==> src/hw/vector_map_pkg.sv <==
/*
 * Holds the constants of the reset and interrupt vector map: vector addresses,
 * source indices, widths and reset values.
 * Assumes a one-word-per-vector program memory addressed in words.
 */
package vector_map_pkg;
    // ==========================================================
    // Widths
    localparam int unsigned ADDR_W      = 12;   // Program word address width
    localparam int unsigned SRC_COUNT   = 25;   // Interrupt sources (vectors 0x001..0x019)
    localparam int unsigned SRC_IDX_W   = 5;    // Width of a source index

    // ==========================================================
    // Fixed vector addresses
    localparam logic [ADDR_W-1:0] RESET_VECTOR      = 12'h000; // Default reset entry
    localparam logic [ADDR_W-1:0] TABLE_BASE        = 12'h001; // First interrupt vector
    localparam logic [ADDR_W-1:0] LAST_VECTOR       = 12'h019; // Program store ready vector
    localparam logic [ADDR_W-1:0] BOOT_START_RESET  = 12'hc00; // Boot section start after reset

    // ==========================================================
    // Source indices; vector address is TABLE_BASE + index
    localparam logic [SRC_IDX_W-1:0] SRC_EXT_ZERO     = 5'h00; // 0x001
    localparam logic [SRC_IDX_W-1:0] SRC_EXT_ONE      = 5'h01; // 0x002
    localparam logic [SRC_IDX_W-1:0] SRC_PIN_ZERO     = 5'h02; // 0x003
    localparam logic [SRC_IDX_W-1:0] SRC_PIN_ONE      = 5'h03; // 0x004
    localparam logic [SRC_IDX_W-1:0] SRC_PIN_TWO      = 5'h04; // 0x005
    localparam logic [SRC_IDX_W-1:0] SRC_WATCHDOG     = 5'h05; // 0x006
    localparam logic [SRC_IDX_W-1:0] SRC_T2_MATCH_A   = 5'h06; // 0x007
    localparam logic [SRC_IDX_W-1:0] SRC_T2_OVF       = 5'h08; // 0x009
    localparam logic [SRC_IDX_W-1:0] SRC_T1_CAPTURE   = 5'h09; // 0x00A
    localparam logic [SRC_IDX_W-1:0] SRC_T1_OVF       = 5'h0c; // 0x00D
    localparam logic [SRC_IDX_W-1:0] SRC_T0_MATCH_A   = 5'h0d; // 0x00E
    localparam logic [SRC_IDX_W-1:0] SRC_T0_OVF       = 5'h0f; // 0x010
    localparam logic [SRC_IDX_W-1:0] SRC_SPI_DONE     = 5'h10; // 0x011
    localparam logic [SRC_IDX_W-1:0] SRC_SER_RX       = 5'h11; // 0x012
    localparam logic [SRC_IDX_W-1:0] SRC_SER_TX       = 5'h13; // 0x014
    localparam logic [SRC_IDX_W-1:0] SRC_CONV_DONE    = 5'h14; // 0x015
    localparam logic [SRC_IDX_W-1:0] SRC_NVM_READY    = 5'h15; // 0x016
    localparam logic [SRC_IDX_W-1:0] SRC_STORE_READY  = 5'h18; // 0x019

    // ==========================================================
    // Reset values
    localparam logic [ADDR_W-1:0] VEC_RESET_VALUE   = 12'h000; // Vector output in reset

    // ==========================================================
    // Dispatcher states
    typedef enum logic [1:0] {
        ST_RESET = 2'b00,   // Held in reset / pending reset fetch
        ST_BOOT  = 2'b01,   // Presenting reset entry
        ST_RUN   = 2'b10    // Normal interrupt dispatch
    } disp_state_t;
endpackage : vector_map_pkg

==> src/hw/lowest_pending.sv <==
/*
 * Priority picker: finds the lowest-numbered set bit of a request vector.
 * Purely combinational; assumes the caller already masked disabled sources.
 */
`timescale 1ns/10ps
`default_nettype none
module lowest_pending
    import vector_map_pkg::*;
(
    input  wire logic [SRC_COUNT-1:0] req,    // Enabled pending requests
    output logic                      found,  // Any request present
    output logic [SRC_IDX_W-1:0]      index   // Lowest requesting index
);
    // ==========================================================
    // Scan from the top so the lowest index wins
    always_comb begin
        found = 1'b0;
        index = '0;
        for (int i = SRC_COUNT - 1; i >= 0; i--) begin
            if (req[i]) begin
                found = 1'b1;
                index = SRC_IDX_W'(i);
            end
        end
    end
endmodule : lowest_pending
`default_nettype wire

==> src/hw/interrupt_vector_map.sv <==
/*
 * Reset and interrupt vector mapping: turns reset and pending enabled
 * interrupt requests into a one-word program address for the core.
 * Assumes requests arrive from logic on CLK, enables come from the sources'
 * own control bits, and the core pulses VEC_TAKEN when it fetches a vector.
 */
// Overview of operation
// - After any system reset start at 0x000, or at boot start if the fuse is programmed
// - External requests zero/one go to 0x001/0x002
// - Pin changes 0x003-0x005, watchdog at 0x006
// - Second byte timer events at 0x007-0x009
// - Wide timer capture 0x00A, then 0x00B-0x00D
// - First byte timer events at 0x00E-0x010
// - Serial peripheral transfer done at 0x011
// - Serial port events at 0x012-0x014
// - Converter, memory, comparator, two-wire, store 0x015-0x019
// - Programmed boot fuse redirects reset to boot
// - Never dispatch a disabled source's vector
// - Reset and table placed independently
// - Select bit offsets table by boot start
// - Fuse one means unprogrammed, zero programmed
`timescale 1ns/10ps
`default_nettype none
module interrupt_vector_map
    import vector_map_pkg::*;
(
    input  wire logic                 CLK,               // Core clock, 50 MHz
    input  wire logic                 RST,               // Async system reset, active high
    input  wire logic                 BOOT_RESET_FUSE,   // Fuse level, 0 = programmed
    input  wire logic                 VECTOR_SELECT_BIT, // Table moved to boot section
    input  wire logic [ADDR_W-1:0]    BOOT_START,        // Boot section start word
    input  wire logic [SRC_COUNT-1:0] IRQ_PENDING,       // Source flags, index = vector - 1
    input  wire logic [SRC_COUNT-1:0] IRQ_ENABLE,        // Source enable bits
    input  wire logic                 GLOBAL_ENABLE,     // Core global interrupt enable
    input  wire logic                 VEC_TAKEN,         // Core fetched the offered vector
    output logic                      VEC_VALID,         // Vector offered to core
    output logic                      VEC_IS_RESET,      // Offered vector is the reset entry
    output logic [ADDR_W-1:0]         VEC_ADDR,          // Fetch address, registered
    output logic [SRC_IDX_W-1:0]      VEC_SOURCE         // Source index of offer, registered
);
    // ==========================================================
    // State
    typedef struct packed {
        disp_state_t          st;     // Dispatcher state
        logic                 valid;  // Offer standing
        logic                 is_rst; // Offer is reset entry
        logic [ADDR_W-1:0]    addr;   // Offered address
        logic [SRC_IDX_W-1:0] src;    // Offered source
    } vm_state_t;

    vm_state_t s_q;     // Registered state
    vm_state_t s_d;     // Next state

    logic [SRC_COUNT-1:0] live_req;   // Enabled pending requests
    logic                 any_req;    // At least one live request
    logic [SRC_IDX_W-1:0] win_idx;    // Lowest live index
    logic [ADDR_W-1:0]    table_base; // Current table start
    logic [ADDR_W-1:0]    reset_addr; // Current reset entry

    // ==========================================================
    // Masking: a disabled source is never dispatched
    assign live_req = IRQ_PENDING & IRQ_ENABLE;

    // Priority picker, lowest index first
    lowest_pending u_pick (
        .req   (live_req),
        .found (any_req),
        .index (win_idx)
    );

    // ==========================================================
    // Placement: reset entry and table chosen independently
    always_comb begin
        // Fuse low means programmed: reset enters the boot section
        reset_addr = BOOT_RESET_FUSE ? RESET_VECTOR : BOOT_START;
        // Select bit moves the table by the boot start
        table_base = VECTOR_SELECT_BIT ? (BOOT_START + TABLE_BASE) : TABLE_BASE;
    end

    // ==========================================================
    // Dispatcher next-state logic
    always_comb begin
        s_d = s_q;
        case (s_q.st)
            ST_RESET: begin
                // First cycle after reset release: offer the reset entry
                s_d.st     = ST_BOOT;
                s_d.valid  = 1'b1;
                s_d.is_rst = 1'b1;
                s_d.addr   = reset_addr;
                s_d.src    = '0;
            end
            ST_BOOT: begin
                // Hold the reset entry until the core fetches it
                if (VEC_TAKEN) begin
                    s_d.st     = ST_RUN;
                    s_d.valid  = 1'b0;
                    s_d.is_rst = 1'b0;
                end
            end
            ST_RUN: begin
                if (s_q.valid && VEC_TAKEN) begin
                    // Offer consumed; source clears its own flag
                    s_d.valid = 1'b0;
                end else if (!s_q.valid && any_req && GLOBAL_ENABLE) begin
                    // New offer: table base plus source index
                    s_d.valid = 1'b1;
                    s_d.src   = win_idx;
                    s_d.addr  = table_base + {{(ADDR_W-SRC_IDX_W){1'b0}}, win_idx};
                end else if (s_q.valid && !live_req[s_q.src]) begin
                    // Request withdrawn or disabled before fetch
                    s_d.valid = 1'b0;
                end
            end
            default: begin
                s_d.st    = ST_RESET;
                s_d.valid = 1'b0;
            end
        endcase
    end

    // ==========================================================
    // State register
    always_ff @(posedge CLK or posedge RST) begin
        if (RST) begin
            s_q.st     <= ST_RESET;
            s_q.valid  <= 1'b0;
            s_q.is_rst <= 1'b0;
            s_q.addr   <= VEC_RESET_VALUE;
            s_q.src    <= '0;
        end else begin
            s_q <= s_d;
        end
    end

    // Outputs straight from the state register
    assign VEC_VALID    = s_q.valid;
    assign VEC_IS_RESET = s_q.is_rst;
    assign VEC_ADDR     = s_q.addr;
    assign VEC_SOURCE   = s_q.src;

    // ==========================================================
    // Assertions
    // Reset entry follows the fuse level seen on the release edge
    reset_entry_a: assert property (@(posedge CLK) disable iff (RST)
        (s_q.st == ST_RESET) |=> VEC_VALID && VEC_IS_RESET
            && VEC_ADDR == ($past(BOOT_RESET_FUSE) ? 12'h000 : $past(BOOT_START)))
        else $error("Reset entry address wrong");

    // Programmed fuse sends the first fetch to the boot section
    boot_redirect_a: assert property (@(posedge CLK) disable iff (RST)
        (s_q.st == ST_RESET && !BOOT_RESET_FUSE) |=> VEC_ADDR == $past(BOOT_START))
        else $error("Programmed fuse did not redirect reset");

    ext_zero_a: assert property (@(posedge CLK) disable iff (RST)
        (VEC_VALID && !VEC_IS_RESET && !VECTOR_SELECT_BIT && $rose(VEC_VALID)
            && VEC_SOURCE == SRC_EXT_ZERO && !$past(VECTOR_SELECT_BIT)) |-> VEC_ADDR == 12'h001)
        else $error("External zero vector wrong");

    table_map_a: assert property (@(posedge CLK) disable iff (RST)
        ($rose(VEC_VALID) && !VEC_IS_RESET && !$past(VECTOR_SELECT_BIT))
            |-> VEC_ADDR == 12'h001 + {7'h00, VEC_SOURCE})
        else $error("Vector address not table base plus source");

    store_ready_a: assert property (@(posedge CLK) disable iff (RST)
        ($rose(VEC_VALID) && !VEC_IS_RESET && !$past(VECTOR_SELECT_BIT)
            && VEC_SOURCE == SRC_STORE_READY) |-> VEC_ADDR == 12'h019)
        else $error("Store ready vector wrong");

    moved_table_a: assert property (@(posedge CLK) disable iff (RST)
        ($rose(VEC_VALID) && !VEC_IS_RESET && $past(VECTOR_SELECT_BIT))
            |-> VEC_ADDR == $past(BOOT_START) + 12'h001 + {7'h00, VEC_SOURCE})
        else $error("Moved table offset wrong");

    // The offered source was enabled, pending and unmasked on the offer edge
    enabled_only_a: assert property (@(posedge CLK) disable iff (RST)
        ($rose(VEC_VALID) && !VEC_IS_RESET)
            |-> (($past(IRQ_PENDING & IRQ_ENABLE) >> VEC_SOURCE) & 25'h1) == 25'h1 && $past(GLOBAL_ENABLE))
        else $error("Disabled source dispatched");

    lowest_first_a: assert property (@(posedge CLK) disable iff (RST)
        $rose(VEC_VALID) && !VEC_IS_RESET
            |-> ($past(IRQ_PENDING & IRQ_ENABLE) & ((25'h1 << VEC_SOURCE) - 25'h1)) == 25'h0)
        else $error("Higher vector served first");

    no_offer_boot_a: assert property (@(posedge CLK) disable iff (RST)
        (s_q.st == ST_BOOT && !VEC_TAKEN) |=> VEC_IS_RESET [*1])
        else $error("Reset offer dropped before fetch");

    // A fetched offer is withdrawn on the next edge
    taken_drop_a: assert property (@(posedge CLK) disable iff (RST)
        (VEC_VALID && VEC_TAKEN) |=> !VEC_VALID)
        else $error("Offer stood after fetch");

    // A source that drops its request or enable loses its standing offer
    withdraw_drop_a: assert property (@(posedge CLK) disable iff (RST)
        (VEC_VALID && !VEC_IS_RESET && !(IRQ_PENDING[VEC_SOURCE] && IRQ_ENABLE[VEC_SOURCE])) |=> !VEC_VALID)
        else $error("Withdrawn source still offered");

    // Nothing new is offered while the core masks interrupts
    no_global_a: assert property (@(posedge CLK) disable iff (RST)
        (s_q.st == ST_RUN && !VEC_VALID && !GLOBAL_ENABLE) |=> !VEC_VALID)
        else $error("Offer made with interrupts masked");

    // A standing offer is not replaced by a later request
    offer_stable_a: assert property (@(posedge CLK) disable iff (RST)
        (VEC_VALID && !VEC_TAKEN && !VEC_IS_RESET && IRQ_PENDING[VEC_SOURCE] && IRQ_ENABLE[VEC_SOURCE])
            |=> VEC_VALID && $stable(VEC_ADDR) && $stable(VEC_SOURCE))
        else $error("Standing offer changed before fetch");

    // The reset entry keeps its address until fetched
    boot_hold_a: assert property (@(posedge CLK) disable iff (RST)
        (VEC_IS_RESET && !VEC_TAKEN) |=> VEC_IS_RESET && $stable(VEC_ADDR))
        else $error("Reset entry address moved");

    // The reset entry carries no source index
    reset_source_a: assert property (@(posedge CLK) disable iff (RST)
        (s_q.st == ST_RESET) |=> VEC_SOURCE == 5'h00)
        else $error("Reset entry has a source index");

    reset_seen_c:   cover property (@(posedge CLK) disable iff (RST) VEC_IS_RESET ##1 VEC_TAKEN);
    boot_seen_c:    cover property (@(posedge CLK) disable iff (RST) VEC_IS_RESET && !BOOT_RESET_FUSE);
    moved_seen_c:   cover property (@(posedge CLK) disable iff (RST)
        $rose(VEC_VALID) && !VEC_IS_RESET && VECTOR_SELECT_BIT);
    two_pending_c:  cover property (@(posedge CLK) disable iff (RST)
        $rose(VEC_VALID) && $countones($past(IRQ_PENDING & IRQ_ENABLE)) > 1);
    // Offer dropped without a fetch
    withdraw_seen_c: cover property (@(posedge CLK) disable iff (RST)
        VEC_VALID && !VEC_TAKEN && !VEC_IS_RESET ##1 !VEC_VALID);
endmodule : interrupt_vector_map
`default_nettype wire

==> config.mk <==
export PLATFORM = sky130hd
export DESIGN_NAME = interrupt_vector_map
export DESIGN_NICKNAME = d
export VERILOG_FILES = /design/src/hw/vector_map_pkg.sv /design/src/hw/lowest_pending.sv /design/src/hw/interrupt_vector_map.sv
export SDC_FILE = /design/constraint.sdc
export NUM_CORES = 1
export LEC_CHECK = 0
export ABC_AREA = 1
export BUFFER_PORTS_ARGS = -buffer_cell sky130_fd_sc_hd__buf_2
export CORE_MARGIN = 2
export CORE_UTILIZATION = 50
export CTS_CLUSTER_SIZE = 25
export DETAILED_ROUTE_END_ITERATION = 12
export HOLD_SLACK_MARGIN = 0.06
export PLACE_DENSITY = 0.82
export RECOVER_POWER = 25
export SYNTH_ARGS = -nofsm -noshare
export SYNTH_HDL_FRONTEND = slang
export SYNTH_SLANG_ARGS = --single-unit
==> constraint.sdc <==
create_clock -name CLK -period 1.75 [get_ports CLK]
set_clock_uncertainty 0.05 [all_clocks]
set_input_delay 0.35 -clock CLK [delete_from_list [all_inputs] [get_ports CLK]]
set_output_delay 0.35 -clock CLK [all_outputs]
set_load 0.01 [all_outputs]
# --- Word level (Yosys, flattened, before mapping) ---
# Cells that the tools add are included.
# W data, S select, Z words.
word_totals:
  regBits: 21
  out_inout_bits: 19
  inputBits: 68
  wordCells: 93
classes:
  n_bitwise: 2
  n_mux: 64
  n_reduce_logical: 13
  order_cmp: 1
  eq_ne: 6
  n_addsub: 2
op_table:
  columns: ["cell", "n"]
  rows:
  - ["$mux W5", 25]
  - ["$mux W17", 2]
  - ["$pmux W17 S2", 1]
  - ["$mux W1", 29]
  - ["$and A25 B25 Y25", 1]
  - ["$mux W12", 2]
  - ["$add A12 B1 Y12 const B", 1]
  - ["$add A12 B5 Y12", 1]
  - ["$lt A5 B6 Y1 const B", 1]
  - ["$ne A2 B2 Y1 const B", 3]
  - ["$pmux W2 S3", 1]
  - ["$reduce_and A2 Y1", 3]
  - ["$bmux W1 S5", 1]
  - ["$logic_and A1 B1 Y1", 4]
  - ["$mux W4", 1]
  - ["$ne A4 B4 Y1 const B", 1]
  - ["$reduce_bool A2 Y1", 2]
  - ["$pmux W1 S3", 1]
  - ["$reduce_and A3 Y1", 1]
  - ["$eq A2 B1 Y1 const B", 1]
  - ["$eq A2 B2 Y1 const B", 1]
  - ["$logic_not A1 Y1", 2]
  - ["$logic_not A2 Y1", 1]
  - ["$pmux W1 S2", 1]
  - ["$not A1 Y1", 1]

# --- Depth between registers and ports, before layout ---
# Gate-level depths: netlist of run 1.
logic_depth:
  depth_word: 31
  ltp_mapped: 40
  ltp_nobuf: 40

# --- Cells and area by module ---
# A second synthesis of run 1 with hierarchy kept.
hier_totals:
  cells_unflattened: 410
  area_unflattened_um2: 2461.1
by_module_without_submodules:
  columns: ["module", "cells_per_inst", "area_per_inst_um2", "instances", "seq_area_each_um2"]
  rows:
  - ["interrupt_vector_map", 333, 2103.3, 1, 525.5]
  - ["lowest_pending", 77, 357.8, 1, 0.0]

# --- Least setup slack after synthesis of run 1 ---
# Ideal clock, no wire load.
synth_path:
  kind: "input port to flip-flop"
  startpoint: "in IRQ_PENDING[23]"
  endpoint: "reg s_q, in the netlist VEC_ADDR[10]"
  slack_ps: -1509
  path_stages: 40
  arrival_time_ps: 3131
  n_path_buf: 0
  setup_ps: 77
  t_required_ps: 1623
  path_cell_list: "nand2_1 inv_1 nand2_1 nand2_1 nand2_1 nand2_1 nand2_1 nand2_1 nand2_1 nand2_1 nand2_1 nand2_1 nand2_1 nand2_1 nand2_1 nand2_1 nand2_1 nand2_1 [... 4 more ...] nand2_1 a21oi_1 ha_1 fa_1 inv_1 o31ai_1 and2_1 o21ai_0 nor2_2 inv_2 nor2_2 inv_2 nor2_2 inv_1 nor2_2 a21oi_1 o21ai_0 a21oi_1"
synth_via:
  elab_chain_cells: 29
  word_cells_on_any_way: 57
  classes_between: "1 x add/sub; 1 x eq/ne; 51 x mux; 1 x bitwise; 3 x reduce/logical"
synth_lines:
  columns: ["element", "line_no", "source"]
  rows:
  - ["start: declaration", "interrupt_vector_map.sv:32", "input wire logic [SRC_COUNT-1:0] IRQ_PENDING,"]
  - ["$and A25 B25 Y25 *", "interrupt_vector_map.sv:62", "assign live_req = IRQ_PENDING & IRQ_ENABLE;"]
  - ["$mux W5 or $mux W1 (tied branches) (24 in series)", "lowest_pending.sv:20", "if (req[i]) begin"]
  - ["$add A12 B5 Y12 or $logic_and A1 B1 Y1 (tied branches)", "interrupt_vector_map.sv:109, interrupt_vector_map.sv:105", null]
  - ["$mux W17 or $logic_and A1 B1 Y1 (tied branches)", "interrupt_vector_map.sv:105", "end else if (!s_q.valid && any_req && GLOBAL_ENABLE) begin"]
  - ["$mux W17 or $ne A2 B2 Y1 (tied branches)", null, null]
  - ["$pmux W17 S2 or $reduce_and A3 Y1 (tied branches)", null, null]
  - ["end: declaration", "interrupt_vector_map.sv:51", "vm_state_t s_q;"]
# Every way passes the cells marked *; elsewhere a longest branch is shown, timed or not. The select of a mux whose other input is x is not followed.
# A chain may end at the register's enable or synchronous reset.

# --- Worst setup path in the final report of run 1 ---
layout_path:
  startpoint: "in IRQ_PENDING[22]"
  endpoint: "reg s_q, in the netlist VEC_ADDR[10]"
layout_via:
  elab_chain_cells: 28
  word_cells_on_any_way: 55
  classes_between: "1 x add/sub; 1 x eq/ne; 49 x mux; 1 x bitwise; 3 x reduce/logical"
layout_lines:
  columns: ["element", "line_no"]
  rows:
  - ["$and A25 B25 Y25 *", "interrupt_vector_map.sv:62"]
  - ["$mux W5 or $mux W1 (tied branches) (23 in series)", "lowest_pending.sv:20"]
  - ["$add A12 B5 Y12 or $logic_and A1 B1 Y1 (tied branches)", "interrupt_vector_map.sv:109, interrupt_vector_map.sv:105"]
  - ["$mux W17 or $logic_and A1 B1 Y1 (tied branches)", "interrupt_vector_map.sv:105"]
  - ["$mux W17 or $ne A2 B2 Y1 (tied branches)", null]
  - ["$pmux W17 S2 or $reduce_and A3 Y1 (tied branches)", null]
# Marked as above.

==> flow_summary.toml, run 1 <==
[floorplanning]
core-area_mm2 = 0.00429
die_h_um = 70.5
die_w_um = 70.5
dieArea_mm2 = 0.00497
start_util_pct = 51.5
io_pins = 87
row_count = 24

[clock_tree]
cts_tree = "yes"
clk_pin_slew_ns = 0.09
clockRootBuffer = "clkbuf_8"
htree_levels = 1
clock_path_buffers = 2
cts_buffers = 3
clk_latency_ns = 0.29
clock_sinks = 21

[placement]
gp_congestion = 0.879
place_hpwl_mm = 5.28
placed_cells = 523
place_ws_ns = -1.95
port_buffers = 86

[sta]
slew_violations = 0
hold_violations = 0
fmax_mhz = 266
setup_ws_ns = -2.01
final-setup-viol-count = 18
rsz0062_at_grt = "true"
finalCritPeriodShare_pct = 215
slew-limit-headroom_pct = 62.4
whs_ns = 0.231
worst_pin_slew_ns = 0.564
period_minus_slack_ns = 3.76

[finish]
n_fill_cell = 213
final_cells = 558
diodes = 0
multiInputGateArea_mm2 = 0.00167
utilization_pct = 87.2
nets = 582
drive_above_1_share_pct = 50.0
area_delta_synth_final_pct = 69.2
final-seq-area_um2 = 526

[min_path]
hold_class = "input pin to flip-flop"

[synth]
netlist_top_cells_count = "104 x nand2_1, 34 x nor2_1, 30 x inv_1"
avgSynthCellArea_um2 = 6.25
yosysTopAreaCell = "dfrtp_1"
synthArstFlopShare_pct = 100
ys_types = 36
syn_inst = 354
synth.most_common_cell = "nand2_1"
ys_seq_area_share_pct = 23.8
syn_area_mm2 = 0.00221
ys_top_cells_by_area = "dfrtp_1 24%, nand2_1 18%, a21oi_1 6.3%"
yosys.area.top_type_share_pct = 23.8
synth_warnings = 0
ys.flop_type = "dfrtp_1"
synth_enable_flop_cells = 0
synth_nets = 429
synth-seq-cells = 21

[power]
p_seq_share_pct = 22.8
p_int_mw = 2.06
p_sw_share_pct = 48.0
share_comb_of_total_power_pct = 67.9
leakage_nw = 1.91
p_clk_share_pct = 9.3
cellPowerDensity_mw_per_mm2 = 1060
peakVddDrop_v = 0.000561
switchingPower_mw = 1.90

[job]
cap_viol_max_count = 0

[global_routing]
overflow = 0
grt_antenna_before_repair = 0
grt_use_met2_pct = 67.3
grt_max_degree = 22
grt_busiest_layer = "met2"
grt_pass1_vias = 3096
grt_pass1_wl_mm = 14.6
grt_use_met3_pct = 5.19
grt_use_total_pct = 37.4
met1_usage_pct = 40.1

[critical_path]
crit_path_frequent_cell = "nor2_1"
startpoint_type = "input pin"
crit_path_top_delay_cell = "a31oi_1"
crit_type = "input pin to flip-flop"
crit_arrival_ns = 3.88
end_kind = "flip-flop"
cp_max_fo = 2
cpPeakStageDelay_ns = 0.40
crit_required_ns = 1.87

[outcome]
status = "complete, but fails checks"
violations = "negative setup slack"

[drt]
wire_per_inst_um = 20.6
antenna_left = 0
drc = 0
drt_iter0_drc = 622
vias = 3569
drt-pass1-iter-count = 7
drt_wl_total_mm = 11.5
routed_via_density = 6.40
final timing paths:
kind                                      startpoint                   endpoint  slack, ns  cells past startpoint
max                                  IRQ_PENDING[22]   VEC_ADDR[10]$_DFFE_PP0P_      -2.01                     29
min                                        VEC_TAKEN        s_q[19]$_DFFE_PP0P_       0.23                      2
max reg2reg                VEC_SOURCE[0]$_DFFE_PP0P_      VEC_VALID$_DFFE_PP0P_      -0.27                      7
min reg2reg                      s_q[20]$_DFFE_PP0P_        s_q[19]$_DFFE_PP0P_       0.46                      1
max in group asynchronous                        RST   VEC_ADDR[11]$_DFFE_PP0P_       0.56                      4
min in group asynchronous                        RST  VEC_SOURCE[3]$_DFFE_PP0P_       0.72                      4
worst max-delay path, delay by kind of cell:
| family | cells | cell delay (ns) |
|---|---|---|
| and+or+nand+nor | 12 | 1.37 |
| AOI/OAI and AO/OA | 8 | 1.14 |
| buffers and inverters | 8 | 0.78 |
| adders and majority gates | 1 | 0.23 |
cells by family after synthesis:
logic type	synth area share (%)
and+or+nand+nor	36.9
AOI/OAI and AO/OA	20.7
buffers and inverters	14.0
DFF	23.8
adders and majority gates	4.30
xor gates and xnor gates	0.396
stage by stage:
step | total power, mW | setup TNS, ns | area [um^2]
final | 3.96 | -21.97 | 3740
after global routing | 4.07 | -24.25 | 3740
after CTS | 3.35 | -17.18 | 3550
after detailed placement | 2.52 | -18.56 | 3020
after global placement | 2.44 | -17.06 | 3020
after floorplan | 2.01 | -11.08 | 2250
flip-flops by register name, summed over array words and instances (netlist names):
signal,cells
VEC_ADDR,12
VEC_IS_RESET,1
VEC_SOURCE,5
VEC_VALID,1
s_q,2
cell type report:
| cell class | instances | area share [%] |
|---|---|---|
| clock inverters | 1 | 0.134 |
| well taps | 52 | 1.74 |
| multi-input cells | 269 | 44.5 |
| inverters | 38 | 4.01 |
| repair buffers | 174 | 34.4 |
| flip-flops and latches | 21 | 14.0 |
| clock buffers | 3 | 1.10 |
power by group through the flow:
stage	logic [mW]	clock network [mW]	registers [mW]
finish	2.69	0.369	0.902
global route	2.79	0.372	0.903
CTS	2.18	0.323	0.847
detailed placement	1.66	0	0.852
global placement	1.60	0	0.841
floorplan	1.19	0	0.821
cells in the final DEF (no fill, tap or decap), types with 2 or more instances in the layout:
| master | count |
|---|---|
| o21ai_2 | 5 |
| buf_8 | 2 |
| nand3_1 | 16 |
| nor2_2 | 8 |
| nand2_2 | 9 |
| a31oi_4 | 3 |
| nor2_1 | 32 |
| nand2_4 | 5 |
| a221oi_1 | 4 |
| ha_1 | 5 |
| buf_12 | 3 |
| nor3_1 | 4 |
| nand2_1 | 90 |
| clkbuf_8 | 3 |
| a21oi_1 | 23 |
| buf_6 | 24 |
| inv_2 | 9 |
| buf_2 | 80 |
| nand3_2 | 8 |
| a21oi_4 | 2 |
| nor2_4 | 8 |
| inv_1 | 26 |
| buf_4 | 61 |
| dfrtp_1 | 21 |
| a31oi_1 | 12 |
| and2_4 | 2 |
| o211ai_1 | 2 |
| a21oi_2 | 5 |
| o21ai_1 | 5 |
| buf_16 | 2 |
| o21ai_0 | 5 |
layer usage:
layer	share of wire (%)	wire length, um
met1	31	3560
met2	46	5270
met3	12	1430
met4	11	1230
met5	0	0
what timing repair did:
item	in CTS	in global routing
gates resized for setup	52	47
setup endpoints to repair	16	18
hold endpoints to repair	12	0
buffers inserted	27	8
hold buffers	1	0
pin swaps	19	19
gates cloned	2	0
(Power assumes the default switching activity.)
==> run 2, diff against run 1 <==
--- a/config.mk
+++ b/config.mk
@@ -7,6 +7,8 @@
 export LEC_CHECK = 0
 export ABC_AREA = 1
 export BUFFER_PORTS_ARGS = -buffer_cell sky130_fd_sc_hd__buf_2
+export CAP_MARGIN = 20
+export CORE_ASPECT_RATIO = 2
 export CORE_MARGIN = 2
 export CORE_UTILIZATION = 50
 export CTS_CLUSTER_SIZE = 25
==> run 2 against run 1 <==
Net effect: the flow still finishes with violations (negative setup slack); fmax is 2.3% higher; global-route usage is 5.9 points lower; worst hold slack better by 0.027 ns; sequential share of layout area is 0.49 points higher; combinational power is 23% lower; die area is 0.65% higher; core utilization is 3.0 points lower; via count is 7.7% lower; non-clock buffer count is 1 lower; critical path type unchanged; largest power group unchanged; highest routed layer unchanged.
==> flow_summary.toml, run 2 (synthesized netlist as in run 1, its figures left out) <==
[outcome]
status = "complete, but fails checks"
violations = "negative setup slack"

[drt]
drc = 0
antenna_left = 0
m1WireLength_mm = 3.19
drt-pass1-iter-count = 7
wl_met3_um = 784
routed_via_density = 5.89
dr.max_layer_used = "met4"
wire_per_inst_um = 17.7
vias = 3293
drt_wl_total_mm = 9.91
wl_met2_mm = 5.20
drt_iter0_drc = 244

[floorplanning]
die_h_um = 98.1
die_w_um = 51.0
core-area_mm2 = 0.00430
io_pins = 87
row_count = 34
dieArea_mm2 = 0.00500
start_util_pct = 51.5

[critical_path]
cp_max_fo = 2
r2r_setup_slack_ns = -0.11
end_kind = "flip-flop"
cpPeakStageDelay_ns = 0.24
crit_type = "input pin to flip-flop"
crit_path_top_delay_cell = "o31ai_4"
crit_required_ns = 1.86
startpoint_type = "input pin"
crit_path_frequent_cell = "nand2_1"
crit_arrival_ns = 3.79

[finish]
finalInstanceArea_mm2 = 0.00362
multiInputGateArea_mm2 = 0.00164
area_delta_synth_final_pct = 63.5
final-seq-area_um2 = 526
n_fill_cell = 258
largest_reg_flops = 12
final_common_cell = "nand2_1"
diodes = 0
drive_above_1_share_pct = 49.3
final_cell_mix = "89 x nand2_1, 80 x buf_2, 70 x buf_4, 29 x nor2_1, 25 x inv_1"
nets = 581

[sta]
hold_violations = 0
final-setup-viol-count = 15
slew-limit-headroom_pct = 61.6
rsz0062_at_grt = "true"
slew_violations = 0
finalCritPeriodShare_pct = 210
setup_ws_ns = -1.93
period_minus_slack_ns = 3.68
worst_pin_slew_ns = 0.576
fmax_mhz = 272

[placement]
gp_congestion = 0.861
place_area_mm2 = 0.00308
place_hpwl_mm = 5.52
port_buffers = 86
place_ws_ns = -2.01

[global_routing]
overflow = 0
grt_pass1_vias = 2930
grt_antenna_before_repair = 0
grt_use_total_pct = 31.4
grt_max_degree = 25
grt_pass1_wl_mm = 12.2

[power]
cellPowerDensity_mw_per_mm2 = 914
power_mw = 3.31
peakVddDrop_v = 0.000780
leakage_nw = 1.85

[clock_tree]
cts_buffers = 3
htree_levels = 1
clock_sinks = 21
cts_tree = "yes"
clk_pin_slew_ns = 0.09
clk_latency_ns = 0.27
clockRootBuffer = "clkbuf_8"
clock_path_buffers = 2

[job]
cap_viol_max_count = 0

[min_path]
hold_class = "input pin to flip-flop"
-- run 2: cell count changes in the layout (fill, tap and decap cells not counted), sizes merged --
cell	delta
buf	-1
clkbuf	+1
clkinv	-2
inv	+1
-- run 2: area by class of cell --
class                           count  share of cell area (%)
Multi-Input combinational cell    269                    45.5
Tap cell                           54                    1.87
Sequential cell                    21                    14.5
Timing Repair Buffer              173                    32.8
Clock buffer                        4                    1.25
Inverter                           38                    4.15
-- run 2: power by group --
| part | internal (mW) | switching (mW) |
|---|---|---|
| clock network | 0.163 | 0.191 |
| registers | 0.696 | 0.187 |
| logic | 0.841 | 1.23 |
-- run 2: final timing paths --
path                                             end  cells after the start                 startpoint
min in group asynchronous   VEC_ADDR[10]$_DFFE_PP0P_                      4                        RST
max in group asynchronous  VEC_SOURCE[1]$_DFFE_PP0P_                      4                        RST
hold / removal                   s_q[19]$_DFFE_PP0P_                      2                  VEC_TAKEN
hold reg to reg                  s_q[19]$_DFFE_PP0P_                      1        s_q[20]$_DFFE_PP0P_
setup / recovery            VEC_ADDR[10]$_DFFE_PP0P_                     41            IRQ_PENDING[23]
setup reg to reg               VEC_VALID$_DFFE_PP0P_                      7  VEC_SOURCE[0]$_DFFE_PP0P_
-- run 2: per-stage QoR --
step,hold slack [ns],util [%],std cells,setup TNS (ns)
2_1_floorplan,0.277,-,354,-11.08
3_3_place_gp,0.339,71.8,535,-17.58
3_5_place_dp,0.339,71.8,535,-19.48
4_1_cts,0.240,78.1,548,-13.23
5_1_grt,0.263,84.2,559,-20.60
6_report,0.258,84.2,559,-17.45
-- run 2: timing repair --
action                                 in CTS  in global routing
pin swaps                                  15                 23
setup endpoints to repair                  17                 18
resized for setup                          42                 44
endpoints found under the hold margin       1                  0
gates cloned                                0                  0
hold buffers                                1                  0
setup buffers                               9                 11
-- run 2: per-layer routing --
layer | up-vias | GRT usage, %
met3 | 72 | 3.06
met4 | 0 | 17.7
met2 | 267 | 62.6
met5 | - | 0
li1 | 1464 | -
met1 | 1490 | 28.3
-- run 2: worst max-delay path, delay by kind of cell --
kind | cells | cell delay (ns)
AO/OA/AOI/OAI | 6 | 0.78
adder cells (fa/ha/maj) | 2 | 0.38
buffers and inverters | 6 | 0.34
AND/OR/NAND/NOR | 27 | 1.91
